$ cat config.mk
export PLATFORM = sky130hd
export DESIGN_NAME = rivm_top
export DESIGN_NICKNAME = d
export VERILOG_FILES = /design/src/verilog/rivm_pkg.sv /design/src/verilog/rivm_vec_calc.sv /design/src/verilog/rivm_top.sv
export SDC_FILE = /design/constraint.sdc
export NUM_CORES = 1
export LEC_CHECK = 0
export BUFFER_PORTS_ARGS = -buffer_cell sky130_fd_sc_hd__buf_4
export CORE_MARGIN = 4
export CORE_UTILIZATION = 52
export CTS_CLUSTER_SIZE = 10
export DETAILED_ROUTE_END_ITERATION = 8
export PLACE_DENSITY = 0.79
export SETUP_SLACK_MARGIN = 0.15
export SYNTH_ARGS = -nofsm -noshare
export SYNTH_HDL_FRONTEND = slang
export SYNTH_SLANG_ARGS = --single-unit
$ cat constraint.sdc
create_clock -name clk -period 3.2 [get_ports clk]
set_input_delay 0.64 -clock clk [delete_from_list [all_inputs] [get_ports clk]]
set_output_delay 0.64 -clock clk [all_outputs]
set_load 0.03 [all_outputs]
$ cat src/verilog/rivm_pkg.sv
// Package of constants and types for the reset and interrupt vector map
// Overview of operation
// - All reset sources go to vector zero
// - External requests zero, one to 0x001, 0x002
// - Pin change groups map to 0x003..0x005
// - Watchdog time-out interrupt maps to 0x006
// - Timer two match A, B, overflow 0x007..0x009
// - Wide timer capture, matches, overflow 0x00a..0x00d
// - Timer zero match A, B, overflow 0x00e..0x010
// - SPI transfer complete maps to 0x011
// - USART receive, empty, transmit 0x012..0x014
// - ADC, EEPROM, comparator, two-wire, self-program 0x015..0x019
// - Relocate bit adds boot section start
// - Boot reset fuse sends reset to boot
// - Wake from sleep holds core through start-up and four cycles past it
`default_nettype none
package rivm_pkg;
   localparam int          VEC_W        = 14;
   localparam int          NUM_IRQ      = 25;
   localparam int          IDX_W        = 5;
   localparam logic [13:0] RESET_VECTOR = 14'h0000;
   localparam logic [13:0] FIRST_IRQ_VEC = 14'h0001;
   localparam logic [13:0] BOOT_START_DEF = 14'h1c00;
   localparam logic [2:0]  WAKE_HOLD_CYC = 3'h4;

   // Request bit order equals vector order minus one
   typedef enum logic [4:0] {
      IRQ_EXT_ZERO = 5'h00, IRQ_EXT_ONE = 5'h01,
      IRQ_PC_ZERO = 5'h02, IRQ_PC_ONE = 5'h03, IRQ_PC_TWO = 5'h04,
      IRQ_WDOG_TO = 5'h05,
      IRQ_T2_MA = 5'h06, IRQ_T2_MB = 5'h07, IRQ_T2_OVF = 5'h08,
      IRQ_WT_CAP = 5'h09, IRQ_WT_MA = 5'h0a, IRQ_WT_MB = 5'h0b, IRQ_WT_OVF = 5'h0c,
      IRQ_T0_MA = 5'h0d, IRQ_T0_MB = 5'h0e, IRQ_T0_OVF = 5'h0f,
      IRQ_SPI = 5'h10,
      IRQ_RX = 5'h11, IRQ_TX_EMPTY = 5'h12, IRQ_TX = 5'h13,
      IRQ_ADC = 5'h14, IRQ_EEPROM = 5'h15, IRQ_ACMP = 5'h16, IRQ_TWO_WIRE = 5'h17,
      IRQ_SELF_PROG = 5'h18
   } rivm_irq_t;

   // Request taken by the core
   typedef struct packed {
      logic       valid;
      logic [4:0] index;
   } rivm_req_t;

   // Answer to the core
   typedef struct packed {
      logic        valid;
      logic        is_reset;
      logic [13:0] addr;
   } rivm_vec_t;

   typedef enum logic [1:0] {
      ST_RUN  = 2'b00,
      ST_WAKE = 2'b01,
      ST_HOLD = 2'b11
   } rivm_state_t;
endpackage : rivm_pkg
`default_nettype wire

$ cat src/verilog/rivm_vec_calc.sv
// Combinational vector address former
`timescale 1ns/100ps
`default_nettype none
module rivm_vec_calc #(
   parameter int VEC_W = rivm_pkg::VEC_W
) (
   // Selection
   input  wire logic             is_reset,
   input  wire logic [4:0]       index,
   // Placement controls
   input  wire logic             vector_relocate_bit,
   input  wire logic             boot_reset_fuse,
   input  wire logic [VEC_W-1:0] boot_start,
   // Result
   output logic      [VEC_W-1:0] addr
);
   // Narrower than the index would fold table entries together
   if (VEC_W < 5) begin : g_bad_width
      $error("VEC_W too narrow for the vector table");
   end

   logic [VEC_W-1:0] base;

   // Table position plus optional boot offset
   always_comb begin
      base = VEC_W'(rivm_pkg::FIRST_IRQ_VEC) + VEC_W'(index);
      if (is_reset) begin
         addr = boot_reset_fuse ? boot_start : VEC_W'(rivm_pkg::RESET_VECTOR);
      end else begin
         addr = vector_relocate_bit ? VEC_W'(base + boot_start) : base;
      end
   end
endmodule : rivm_vec_calc
`default_nettype wire

$ cat src/verilog/rivm_top.sv
// Reset and interrupt vector map with wake hold
`timescale 1ns/100ps
`default_nettype none
module rivm_top #(
   parameter int VEC_W = rivm_pkg::VEC_W
) (
   // Clock and reset
   input  wire logic                clk,
   input  wire logic                resetn,
   // Reset causes, one-cycle pulses or levels
   input  wire logic                rst_pin,
   input  wire logic                rst_por,
   input  wire logic                rst_bod,
   input  wire logic                rst_watchdog,
   // Interrupt request taken by the core
   input  wire rivm_pkg::rivm_req_t irq_req,
   // Sleep and wake
   input  wire logic                asleep,
   input  wire logic                wake_done,
   // Placement controls
   input  wire logic                vector_relocate_bit,
   input  wire logic                boot_reset_fuse,
   input  wire logic [VEC_W-1:0]    boot_start,
   // Answer to the core
   output var rivm_pkg::rivm_vec_t  vec_out,
   output logic                     core_hold
);
   // Answer struct fixes the address at 14 bits
   if (VEC_W != 14) begin : g_bad_width
      $error("VEC_W must be 14 to match the answer struct");
   end

   logic                  any_reset;
   logic                  req_ok;
   logic                  take_plain;
   logic [VEC_W-1:0]      addr_c;
   logic [4:0]            pend_idx_q;
   logic                  pend_q;
   logic [2:0]            cnt_q;
   rivm_pkg::rivm_state_t state_q;
   rivm_pkg::rivm_vec_t   vec_q;
   logic                  hold_q;

   // Any cause resets; indices past the table are dropped
   assign any_reset  = rst_pin | rst_por | rst_bod | rst_watchdog;
   assign req_ok     = irq_req.valid && (irq_req.index < 5'(rivm_pkg::NUM_IRQ));
   // Awake, unrelocated request taken in run state, for the checks
   assign take_plain = req_ok && !asleep && !any_reset && !vector_relocate_bit
                       && state_q == rivm_pkg::ST_RUN;

   rivm_vec_calc #(.VEC_W(VEC_W)) u_calc (
      .is_reset            (any_reset),
      .index               (state_q == rivm_pkg::ST_HOLD ? pend_idx_q : irq_req.index),
      .vector_relocate_bit (vector_relocate_bit),
      .boot_reset_fuse     (boot_reset_fuse),
      .boot_start          (boot_start),
      .addr                (addr_c)
   );

   // Wake sequencing: hold core four cycles past start-up
   always_ff @(posedge clk or negedge resetn) begin
      if (!resetn) begin
         state_q    <= rivm_pkg::ST_RUN;
         cnt_q      <= 3'h0;
         pend_q     <= 1'b0;
         pend_idx_q <= 5'h00;
      end else if (any_reset) begin
         state_q <= rivm_pkg::ST_RUN; // Reset wins over any wake
         pend_q  <= 1'b0;
      end else begin
         unique case (state_q)
            rivm_pkg::ST_RUN: begin
               if (asleep && req_ok) begin
                  state_q    <= rivm_pkg::ST_WAKE;
                  pend_q     <= 1'b1;
                  pend_idx_q <= irq_req.index;
               end
            end
            rivm_pkg::ST_WAKE: begin
               if (wake_done) begin
                  state_q <= rivm_pkg::ST_HOLD;
                  cnt_q   <= rivm_pkg::WAKE_HOLD_CYC - 3'h1;
               end
            end
            rivm_pkg::ST_HOLD: begin
               if (cnt_q == 3'h0) begin
                  state_q <= rivm_pkg::ST_RUN;
                  pend_q  <= 1'b0;
               end else begin
                  cnt_q <= cnt_q - 3'h1;
               end
            end
            default: begin
               state_q <= rivm_pkg::ST_RUN; // Unused code falls back to run
               pend_q  <= 1'b0;
            end
         endcase
      end
   end

   // Core hold: asleep-wake and the four extra cycles
   always_ff @(posedge clk or negedge resetn) begin
      if (!resetn) begin
         hold_q <= 1'b0;
      end else begin
         hold_q <= !any_reset && ((state_q == rivm_pkg::ST_RUN && asleep && req_ok)
                   || state_q == rivm_pkg::ST_WAKE
                   || (state_q == rivm_pkg::ST_HOLD && cnt_q != 3'h0));
      end
   end

   // Registered vector, one cycle after an awake request; a sleep request answers at wake release
   always_ff @(posedge clk or negedge resetn) begin
      if (!resetn) begin
         vec_q <= '0;
      end else begin
         vec_q.valid    <= any_reset || (req_ok && !asleep && state_q == rivm_pkg::ST_RUN)
                           || (state_q == rivm_pkg::ST_HOLD && cnt_q == 3'h0);
         vec_q.is_reset <= any_reset;
         vec_q.addr     <= addr_c;
      end
   end

   assign vec_out   = vec_q;
   assign core_hold = hold_q;
endmodule : rivm_top
`default_nettype wire

==> results of run 1 <==
==> cell families after synthesis <==
kind of cell / count (synthesis) / synth area share (%)
simple gates: 60 / 19.47
compound gates: 46 / 18.46
flops: 27 / 38.93
buf+inv: 18 / 4.037
mux: 12 / 7.426
fa+ha+maj: 10 / 7.643
xor+xnor: 8 / 4.038
==> worst max-delay path, delay by kind of cell, from the launching register on <==
family                   cells  cell delay, ps
AO/OA/AOI/OAI                3             370
XOR/XNOR                     1             150
adder cells (fa/ha/maj)      2             570
buffers and inverters        1             170
flip-flops                   1             470
multiplexers                 1             360
AND/OR/NAND/NOR              3             690
==> state kept, by name, summed over array words and instances (netlist names) <==
name / count
cnt_q: 3
vec_out: 16
state_q: 2
core_hold: 1
pend_idx_q: 5
==> path summary, 6_finish.rpt <==
| check | startpoint | endpoint | cells after the start |
|---|---|---|---|
| min | resetn | core_hold | 1 |
| min in group clk | boot_start[8] | vec_out[8] | 2 |
| min reg2reg | cnt_q[2] | cnt_q[2] | 1 |
| max | state_q[0] | vec_out[13] | 11 |
| max reg2reg | state_q[0] | vec_out[13] | 11 |
| max in group asynchronous | resetn | state_q[0] | 1 |
==> layer usage <==
metal  vias up  global-route usage (%)
li1        766                       -
met1       751                   26.57
met2        60                   34.92
met3         7                   3.231
met4         0                   7.513
met5         -                       0
==> through the flow <==
stage	utilization, %	hold WS (ps)
after floorplan	-	344.4
after global placement	68.32	513.8
after detailed placement	68.32	532.1
after CTS	69.20	182.5
after global routing	70.40	190.6
final	70.40	178.7
==> area by class of cell <==
class | count | area share (%)
inverters | 13 | 2.216
multi-input cells | 136 | 45.91
repair buffers | 51 | 17.39
flip-flops and latches | 27 | 30.74
clock buffers | 3 | 1.023
clock inverters | 1 | 0.2273
well taps | 44 | 2.500
==> placed cells by master, fill, tap and decap left out, types with 6 or more instances in the layout <==
cell type | netlist | final
sky130_fd_sc_hd__nand2_1 | 13 | 12
sky130_fd_sc_hd__mux2_2 | 7 | 7
sky130_fd_sc_hd__o21ai_0 | 13 | 11
sky130_fd_sc_hd__a21oi_1 | 7 | 7
sky130_fd_sc_hd__nor2_1 | 9 | 9
sky130_fd_sc_hd__dfrtp_1 | 27 | 26
sky130_fd_sc_hd__buf_4 | 0 | 51
sky130_fd_sc_hd__nand3_1 | 15 | 15
sky130_fd_sc_hd__ha_1 | 9 | 6
sky130_fd_sc_hd__inv_1 | 12 | 12
==> power by group through the flow <==
stage / registers, mW / logic (mW) / clock network, mW
global placement: 0.385 / 0.208 / 0
floorplan: 0.409 / 0.101 / 0
global route: 0.383 / 0.244 / 0.173
CTS: 0.380 / 0.216 / 0.159
detailed placement: 0.386 / 0.215 / 0
finish: 0.380 / 0.222 / 0.156
==> timing repair <==
action	in CTS	in global routing
gates resized for setup	0	9
endpoints found under the hold margin	0	0
setup buffers	0	2
setup endpoints to repair	0	8
==> results.md, run 1 <==
Run status:
- The flow ran to the end, and the final reports show no timing, DRC or antenna violations.

Synth:
- The biggest area contributor in the post-synthesis netlist is sky130_fd_sc_hd__dfrtp_1.
- The sequential area share after synthesis is 38.93%.
- The mapped netlist covers between 0.0015 and 0.002 mm2.
- The net count after synthesis is between 200 and 250.
- The synthesized instance count is ~180.
- The number of unique standard cell types used by synthesis is 45.
- Ranked by total cell area, the synthesized netlist is headed by sky130_fd_sc_hd__dfrtp_1, sky130_fd_sc_hd__ha_1, sky130_fd_sc_hd__mux2_2.
- The most frequently used cell type in the post-synthesis netlist is sky130_fd_sc_hd__dfrtp_1.
- In this run, synthesis inferred 0 flip-flops with an integrated enable.
- The Yosys step of the flow raised 0 warnings.
- The share of flip-flops with an asynchronous set or reset is between 90% and 100%.
- The most used flip-flop cell after synthesis is sky130_fd_sc_hd__dfrtp_1.
- The per-instance average area after synthesis is approximately 9.6 um2.
- The proportion of netlist area held by the largest area contributor is approximately two fifths.
- By count the netlist is led by sky130_fd_sc_hd__dfrtp_1, sky130_fd_sc_hd__nand3_1, sky130_fd_sc_hd__nand2_1, sky130_fd_sc_hd__o21ai_0, sky130_fd_sc_hd__inv_1.
- After synthesis the netlist holds a flip-flop and latch count of 27.

Timing:
- Setup repair after global routing left no endpoint under its margin.
- The slew at the pin closest to its max-slew limit is between 500 and 600 ps.
- Between clock sinks in the finished design, the worst skew comes to roughly 4.4 ps.
- The total of endpoints with negative setup slack in the final report is 0.
- Subtracting the final worst setup slack from the clock period gives approximately 2900 ps.
- The final number of max-transition violations is 0.
- The final worst-path cycle share is between 80% and 90%.
- The max-slew headroom at the worst pin is 62.57%.
- Once routing completed, OpenROAD measured the worst setup slack at 348.9 ps.
- The number of endpoints with negative hold slack in the final report is 0.
- The upper clock frequency limit is ~350 MHz.
- The setup total negative slack is 0 ps.

Power:
- The internal power of the cells is approximately 510 uW.
- The net switching power is ~250 uW.
- The highest ir drop seen on vdd is ~200 uV.
- The leakage power summed over all cells is 1.043 nW.
- The logic gate share of total power is 29.3%.
- Net switching is roughly 32% of the power.
- For this design the ratio of total power to cell area is ~340 mW/mm2.
- Total power for the finished layout comes to 758.2 uW.
- The clock network fraction of total power is between 20% and 30%.
- The sequential share of power is 50.2%.

Setup path:
- For this run, the slowest stage of the critical path takes about 470 ps.
- The startpoint kind of the worst setup timing path is a register.
- The worst setup path is captured at a register.
- The critical path in this run is classified as reg -> reg.
- The cell that appears most often on the critical path is sky130_fd_sc_hd__ha_2.
- Traced cell by cell, the critical path runs through nand2_2 > mux2_2 > ha_2 > xnor2_2 > ha_2 > o21ai_0 > o21ai_1 > o311ai_1 > buf_4 > or4_1 > nand3_1.
- The endpoint arrival time on the critical path is between 3000 and 4000 ps.
- STA puts the critical path data required time at about 3500 ps.
- The maximum net fanout on the critical path is 8.
- Across all register-to-register paths, the minimum setup slack is ~350 ps.
- The worst-path cell with the longest stage delay is sky130_fd_sc_hd__dfrtp_2.

Global route:
- The pin count of the biggest net entering global routing is 28.
- Summed over all layers, the global routing overflow is 0.
- The first-pass GRT wire length is between 6000 and 7000 um.
- The via count of the first global-routing pass is 1563.
- The initial antenna violation count is 0.
- Global routing used between 20 and 25% of the available tracks.

Cells and area:
- The synthesis-to-finish area growth is 26.89%.
- The repair_antennas step left the layout with diodes totalling 0.
- The area occupied by multi-input gates is between 0.001 and 0.0015 mm2.
- The share of layout cells above drive strength 1 is between 30 and 40%.
- The final net count is 272.
- The layout has 249 filler cells.
- Summing all flip-flop and latch instances after layout gives 676.9 um2.
- The count of non-filler cells in the finished layout is ~280.
- After routing the design area is about 0.0022 mm2.

CTS:
- Counting the buffers created by CTS gives 3.
- Counting every sink on the clock net gives 27.
- The clock-pin slew reported for the worst setup and hold paths after clock tree synthesis is ~150 ps.
- The insertion delay of the later-clocked pin in the worst-skew pair is between 300 and 400 ps.
- The number of H-tree levels is 1.
- The root buffer selected by CTS is sky130_fd_sc_hd__clkbuf_4.
- TritonCTS built the clock tree.
- The number of hold buffers added after CTS was 0.
- The number of buffers on the longest clock path is 2.

Routing:
- The count of nets left with antenna violations once routing finished came out at 0.
- The average via count per standard cell is around 5.8.
- After detailed routing, no signal wire sits above met4.
- The iteration-0 DRC count of the detailed router is 63.
- Summed over all nets, wire length on met2 after detailed routing comes to ~2100 um.
- The final route contains between 1500 and 2000 vias.
- After detailed routing, the number of remaining DRC violations is 0.
- Wires add up to between 4000 and 5000 um.
- Detailed routing placed a total of 278 um of wire on met3.
- The detailed router put a total of ~1800 um of wire on met1.
- The first detailed-routing pass took 4 iterations.
- After detailed routing, the average wire length per cell comes to 15.44 um.

Die:
- The floorplan step set the die width to ~66 um.
- The die covers between 0.004 and 0.005 mm2.
- The area of the core region is about 0.0031 mm2.
- The boundary pin count is 47.
- The height of the die is roughly 66 um.
- After floorplanning, the core was divided into 20 placement rows.
- The starting utilization of the core area is a little under three fifths.

Placed design:
- OpenSTA, run right after detailed placement, puts the worst setup slack at 181.0 ps.
- The placed instance area is about 0.0021 mm2.
- The number of placed instances, taps included, is between 200 and 300.
- The routability congestion estimate is slightly below 0.9.
- The count of port buffers added during placement is 46.
- The HPWL after detailed placement is approximately 3300 um.

Flow run:
- The tool flagged a number of max-cap violations equal to 0.

Worst hold path:
- The worst hold path class is in -> async.
Power figures use the tool's default switching activity.
==> run 2: changes to the inputs <==
--- a/config.mk
+++ b/config.mk
@@ -14,4 +14,5 @@
 export SETUP_SLACK_MARGIN = 0.15
 export SYNTH_ARGS = -nofsm -noshare
 export SYNTH_HDL_FRONTEND = slang
+export SYNTH_HIERARCHICAL = 1
 export SYNTH_SLANG_ARGS = --single-unit
==> constraint.sdc (replaced) <==
create_clock -name clk -period 3.2 [get_ports clk]
set_input_delay 0.96 -clock clk [delete_from_list [all_inputs] [get_ports clk]]
set_output_delay 0.96 -clock clk [all_outputs]
set_load 0.03 [all_outputs]
==> run 2 against run 1 <==
  * Final cell count shrank 3.3%
  * Worst setup slack worse by 83 ps
  * Sequential share of layout area rose by 0.59 points
  * First-iteration DRC count fell by 29%
  * Flip-flop and latch count stayed put
  * Global-route usage down 0.85 points
  * Wire length fell by 6.3%
  * Cell area down 1.9%
  * Power is 2.8% lower
  * Non-clock buffer count rose by 2
==> results.md, run 2 <==
Synth:
- The share of flip-flops with an asynchronous set or reset is between 90% and 100%.
- The commonest cells after synthesis are sky130_fd_sc_hd__dfrtp_1, sky130_fd_sc_hd__nand2_1, sky130_fd_sc_hd__nand3_1.
- In the synthesized netlist, the number of instances is 171.
- The dominant synthesized flop cell is sky130_fd_sc_hd__dfrtp_1.
- After synthesis, flip-flops and latches occupy 39.39% of the total area.
- The synthesized netlist occupies a cell area of 0.001715 mm2.
- During synthesis, Yosys emitted a total of 6 warnings.
- The proportion of netlist area held by the largest area contributor is 39.39%.
- By area the synthesized netlist is led by sky130_fd_sc_hd__dfrtp_1, sky130_fd_sc_hd__ha_1, sky130_fd_sc_hd__mux2_2.
- The number of nets handed over by synthesis was 211.
- The biggest area consumer among synthesized cells is sky130_fd_sc_hd__dfrtp_1.
- Yosys mapped a number of flops with a built-in enable equal to 0.
- By instance count, the leading cell after synthesis is sky130_fd_sc_hd__dfrtp_1.
- The average instance in the mapped netlist occupies 10.03 um2.
- The number of register bits inferred by synthesis is 27.
- Synthesis instantiated 50 different standard cells from the library.

CTS:
- The clock sink total is 27.
- Buffers inserted to repair hold after CTS numbered 0.
- Clock-pin slew was measured on the worst setup and hold paths at roughly 140 ps.
- The CTS tree is yes.
- The number of H-tree levels is 1.
- The cell sitting at the root of the clock tree is a sky130_fd_sc_hd__clkbuf_4.
- The number of buffers on the longest clock path is 2.
- The later pin in the worst-skew pair is clocked with a latency of around 320 ps.
- The total clock buffers created by CTS is 3.

Global route:
- The initial antenna violation count was 0.
- The pin count of the biggest net entering global routing is 28.
- The overall routing resource usage is between 10% and 20%.
- The first global-routing pass estimated 6617 um of wire.
- The via count of the first global-routing pass is ~1500.
- For this run the aggregate overflow at the end of global routing stands at 0.

Placed design:
- The count of port buffers added during placement is between 40 and 50.
- Routability-driven placement finished with a final weighted congestion of roughly 0.86.
- In this run the cell area measured after placement is roughly 0.0021 mm2.
- The instance count after placement with tap cells included is 259.
- Detailed placement ended at an HPWL of ~3200 um.

Setup path:
- The largest stage delay on the critical path is just over 300 ps.
- The most numerous cell type found on the critical path is sky130_fd_sc_hd__buf_4.
- The critical path capture point type is a register.
- The worst-path cell with the longest stage delay is sky130_fd_sc_hd__mux2_2.
- Walking the worst path, the cells encountered are buf_4 > mux2_2 > ha_4 > xor2_1 > ha_1 > and2b_1 > o31ai_2 > o2bb2ai_2 > buf_4 > a21oi_1 > o21ai_1.
- The critical path is of the in -> reg type.
- The required arrival time at the worst endpoint is roughly 3500 ps.
- In this run the worst path has a maximum fanout of 5.
- The startpoint kind of the worst setup timing path is an input port.
- The number of buffers and inverters on the critical path is 2.
- Among cell families on the critical path, the largest total delay comes from compound AO/OA/AOI/OAI gates.
- The endpoint arrival time on the critical path is between 3000 and 4000 ps.

Cells and area:
- In the final design database the tool counted 263 nets.
- The post-route netlist has between 30% and 40% of its cells at a drive strength greater than 1.
- The repair_antennas step left the layout with diodes totalling 0.
- The number of fill cells in the layout is around 260.
- The most frequent standard cell in the layout excluding fill and tap cells is sky130_fd_sc_hd__buf_4.
- The register with the most flip-flops in the layout has 16 of them.
- The finished layout holds between 200 and 300 standard cells, fillers aside.
- The core occupancy in the finished layout is between 60 and 70%.
- From synthesis to final layout, the design area changed by 25.97%.
- In the layout the commonest cells are sky130_fd_sc_hd__buf_4, sky130_fd_sc_hd__dfrtp_1, sky130_fd_sc_hd__nand2_1.
- After routing the design area is 0.002161 mm2.

Timing:
- Measured against its own limit, the worst slew margin works out to around three fifths.
- Setup violations remaining at the end of the flow were counted as 0.
- On the final layout, the worst clock skew is approximately 4.6 ps.
- Setup repair after global routing left no endpoint under its margin.
- The final critical path takes up around nine tenths of the cycle.
- The upper clock frequency limit is 340.8 MHz.
- The final number of max-transition violations is 0.
- The slew at the pin closest to its max-slew limit is around 590 ps.
- The clock period minus worst slack is approximately 3000 ps.
- The number of endpoints with negative hold slack in the final report came to 0.

Run status:
- The flow ran to the end, and the final reports show no timing, DRC or antenna violations.

Die:
- The placement row count is 20.
- The height of the die is around 65 um.
- The die area is between 0.004 and 0.005 mm2.
- The starting utilization of the core area is between 50 and 60%.
- The area of the core region is 0.003103 mm2.
- The boundary pin count is 47.
- The die width is 65.44 um.

Routing:
- The average via count per standard cell is 5.586.
- The iteration-0 DRC count of the detailed router is between 40 and 50.
- The detail route stage leaves a number of antenna-violating nets equal to 0.
- The first detailed-routing pass ran for 4 iterations.
- The total wire length is 3976 um.
- After detailed routing, the number of remaining DRC violations is 0.
- Dividing the detail-routed wire length by the instance count gives around 15 um.
- The detailed-route via count is between 1000 and 1500.

Flow run:
- The number of max-capacitance violations reported is 0.

Worst hold path:
- The worst hold path class is in -> async.

Power:
- Power spread over the standard cell area amounts to 340.9 mW/mm2.
- The highest ir drop seen on vdd is about 190 uV.
- For this design the static power due to leakage is approximately 1 nW.
## run 2: cell types whose count changed after synthesis, sizes merged, moves of 5 or more
cell | before | now
o211ai | 3 | 8
mux2i | 5 | 0
inv | 13 | 8
or4 | 3 | 8
## run 2: power by group
group          switching, mW  internal [mW]
Sequential            0.0108          0.365
Combinational          0.119         0.0964
Clock                 0.0983         0.0469
Total                  0.228          0.509
## run 2: repair_timing
| item | CTS | global route |
|---|---|---|
| setup buffers | 0 | 3 |
| gates resized for setup | 0 | 2 |
| endpoints found under the setup margin | 0 | 3 |
## run 2: cell type report
class / count / area (um2) / area share (%)
timing repair buffer: 53 / 397.9 / 18.41
clock inverter: 1 / 5.005 / 0.2316
multi-input combinational: 130 / 973.4 / 45.05
tap: 44 / 55.05 / 2.548
sequential: 27 / 676.9 / 31.33
clock buffer: 3 / 22.52 / 1.042
inverter: 8 / 30.03 / 1.390
## run 2: cells by family (layout without fill, tap and decap cells)
group | count (synthesis) | in the layout | share of synthesized area [%]
adders and majority gates | 10 | 10 | 7.732
DFF | 27 | 27 | 39.39
xor gates and xnor gates | 5 | 5 | 2.553
muxes | 10 | 10 | 6.565
and+or+nand+nor | 62 | 62 | 21.66
buffers and inverters | 14 | 65 | 4.887
AOI/OAI and AO/OA | 43 | 43 | 17.22
## run 2: stage by stage
| stage | setup WS, ps | total power [mW] | TNS [ps] | hold slack (ps) |
|---|---|---|---|---|
| floorplan | 166.3 | 0.5068 | 0 | 476.7 |
| global placement | -46.18 | 0.5857 | -50.51 | 486.9 |
| detailed placement | -132.3 | 0.5968 | -314.7 | 497.5 |
| CTS | 202.1 | 0.7426 | 0 | 517.7 |
| global route | 174.8 | 0.7838 | 0 | 517.2 |
| finish | 265.7 | 0.7367 | 0 | 519.4 |
## run 2: final timing paths
kind | startpoint | end | slack [ps] | cells after the start
setup / recovery | irq_req[0] | vec_out[6] | 270 | 11
hold / removal | resetn | core_hold | 520 | 1
setup reg to reg | state_q[1] | vec_out[6] | 320 | 11
hold reg to reg | pend_idx_q[2] | pend_idx_q[2] | 530 | 1
max in group asynchronous | resetn | state_q[0] | 2410 | 1
min in group clk | pend_idx_q[2] | pend_idx_q[2] | 530 | 1
## run 2: layer usage
metal / routed length, um / track usage [%] / part of all wire [%]
met5: 0 / 0 / 0
met1: 1677 / 25.36 / 42
met3: 167 / 1.709 / 4.2
met4: 65 / 6.477 / 1.6
met2: 2065 / 35.15 / 52
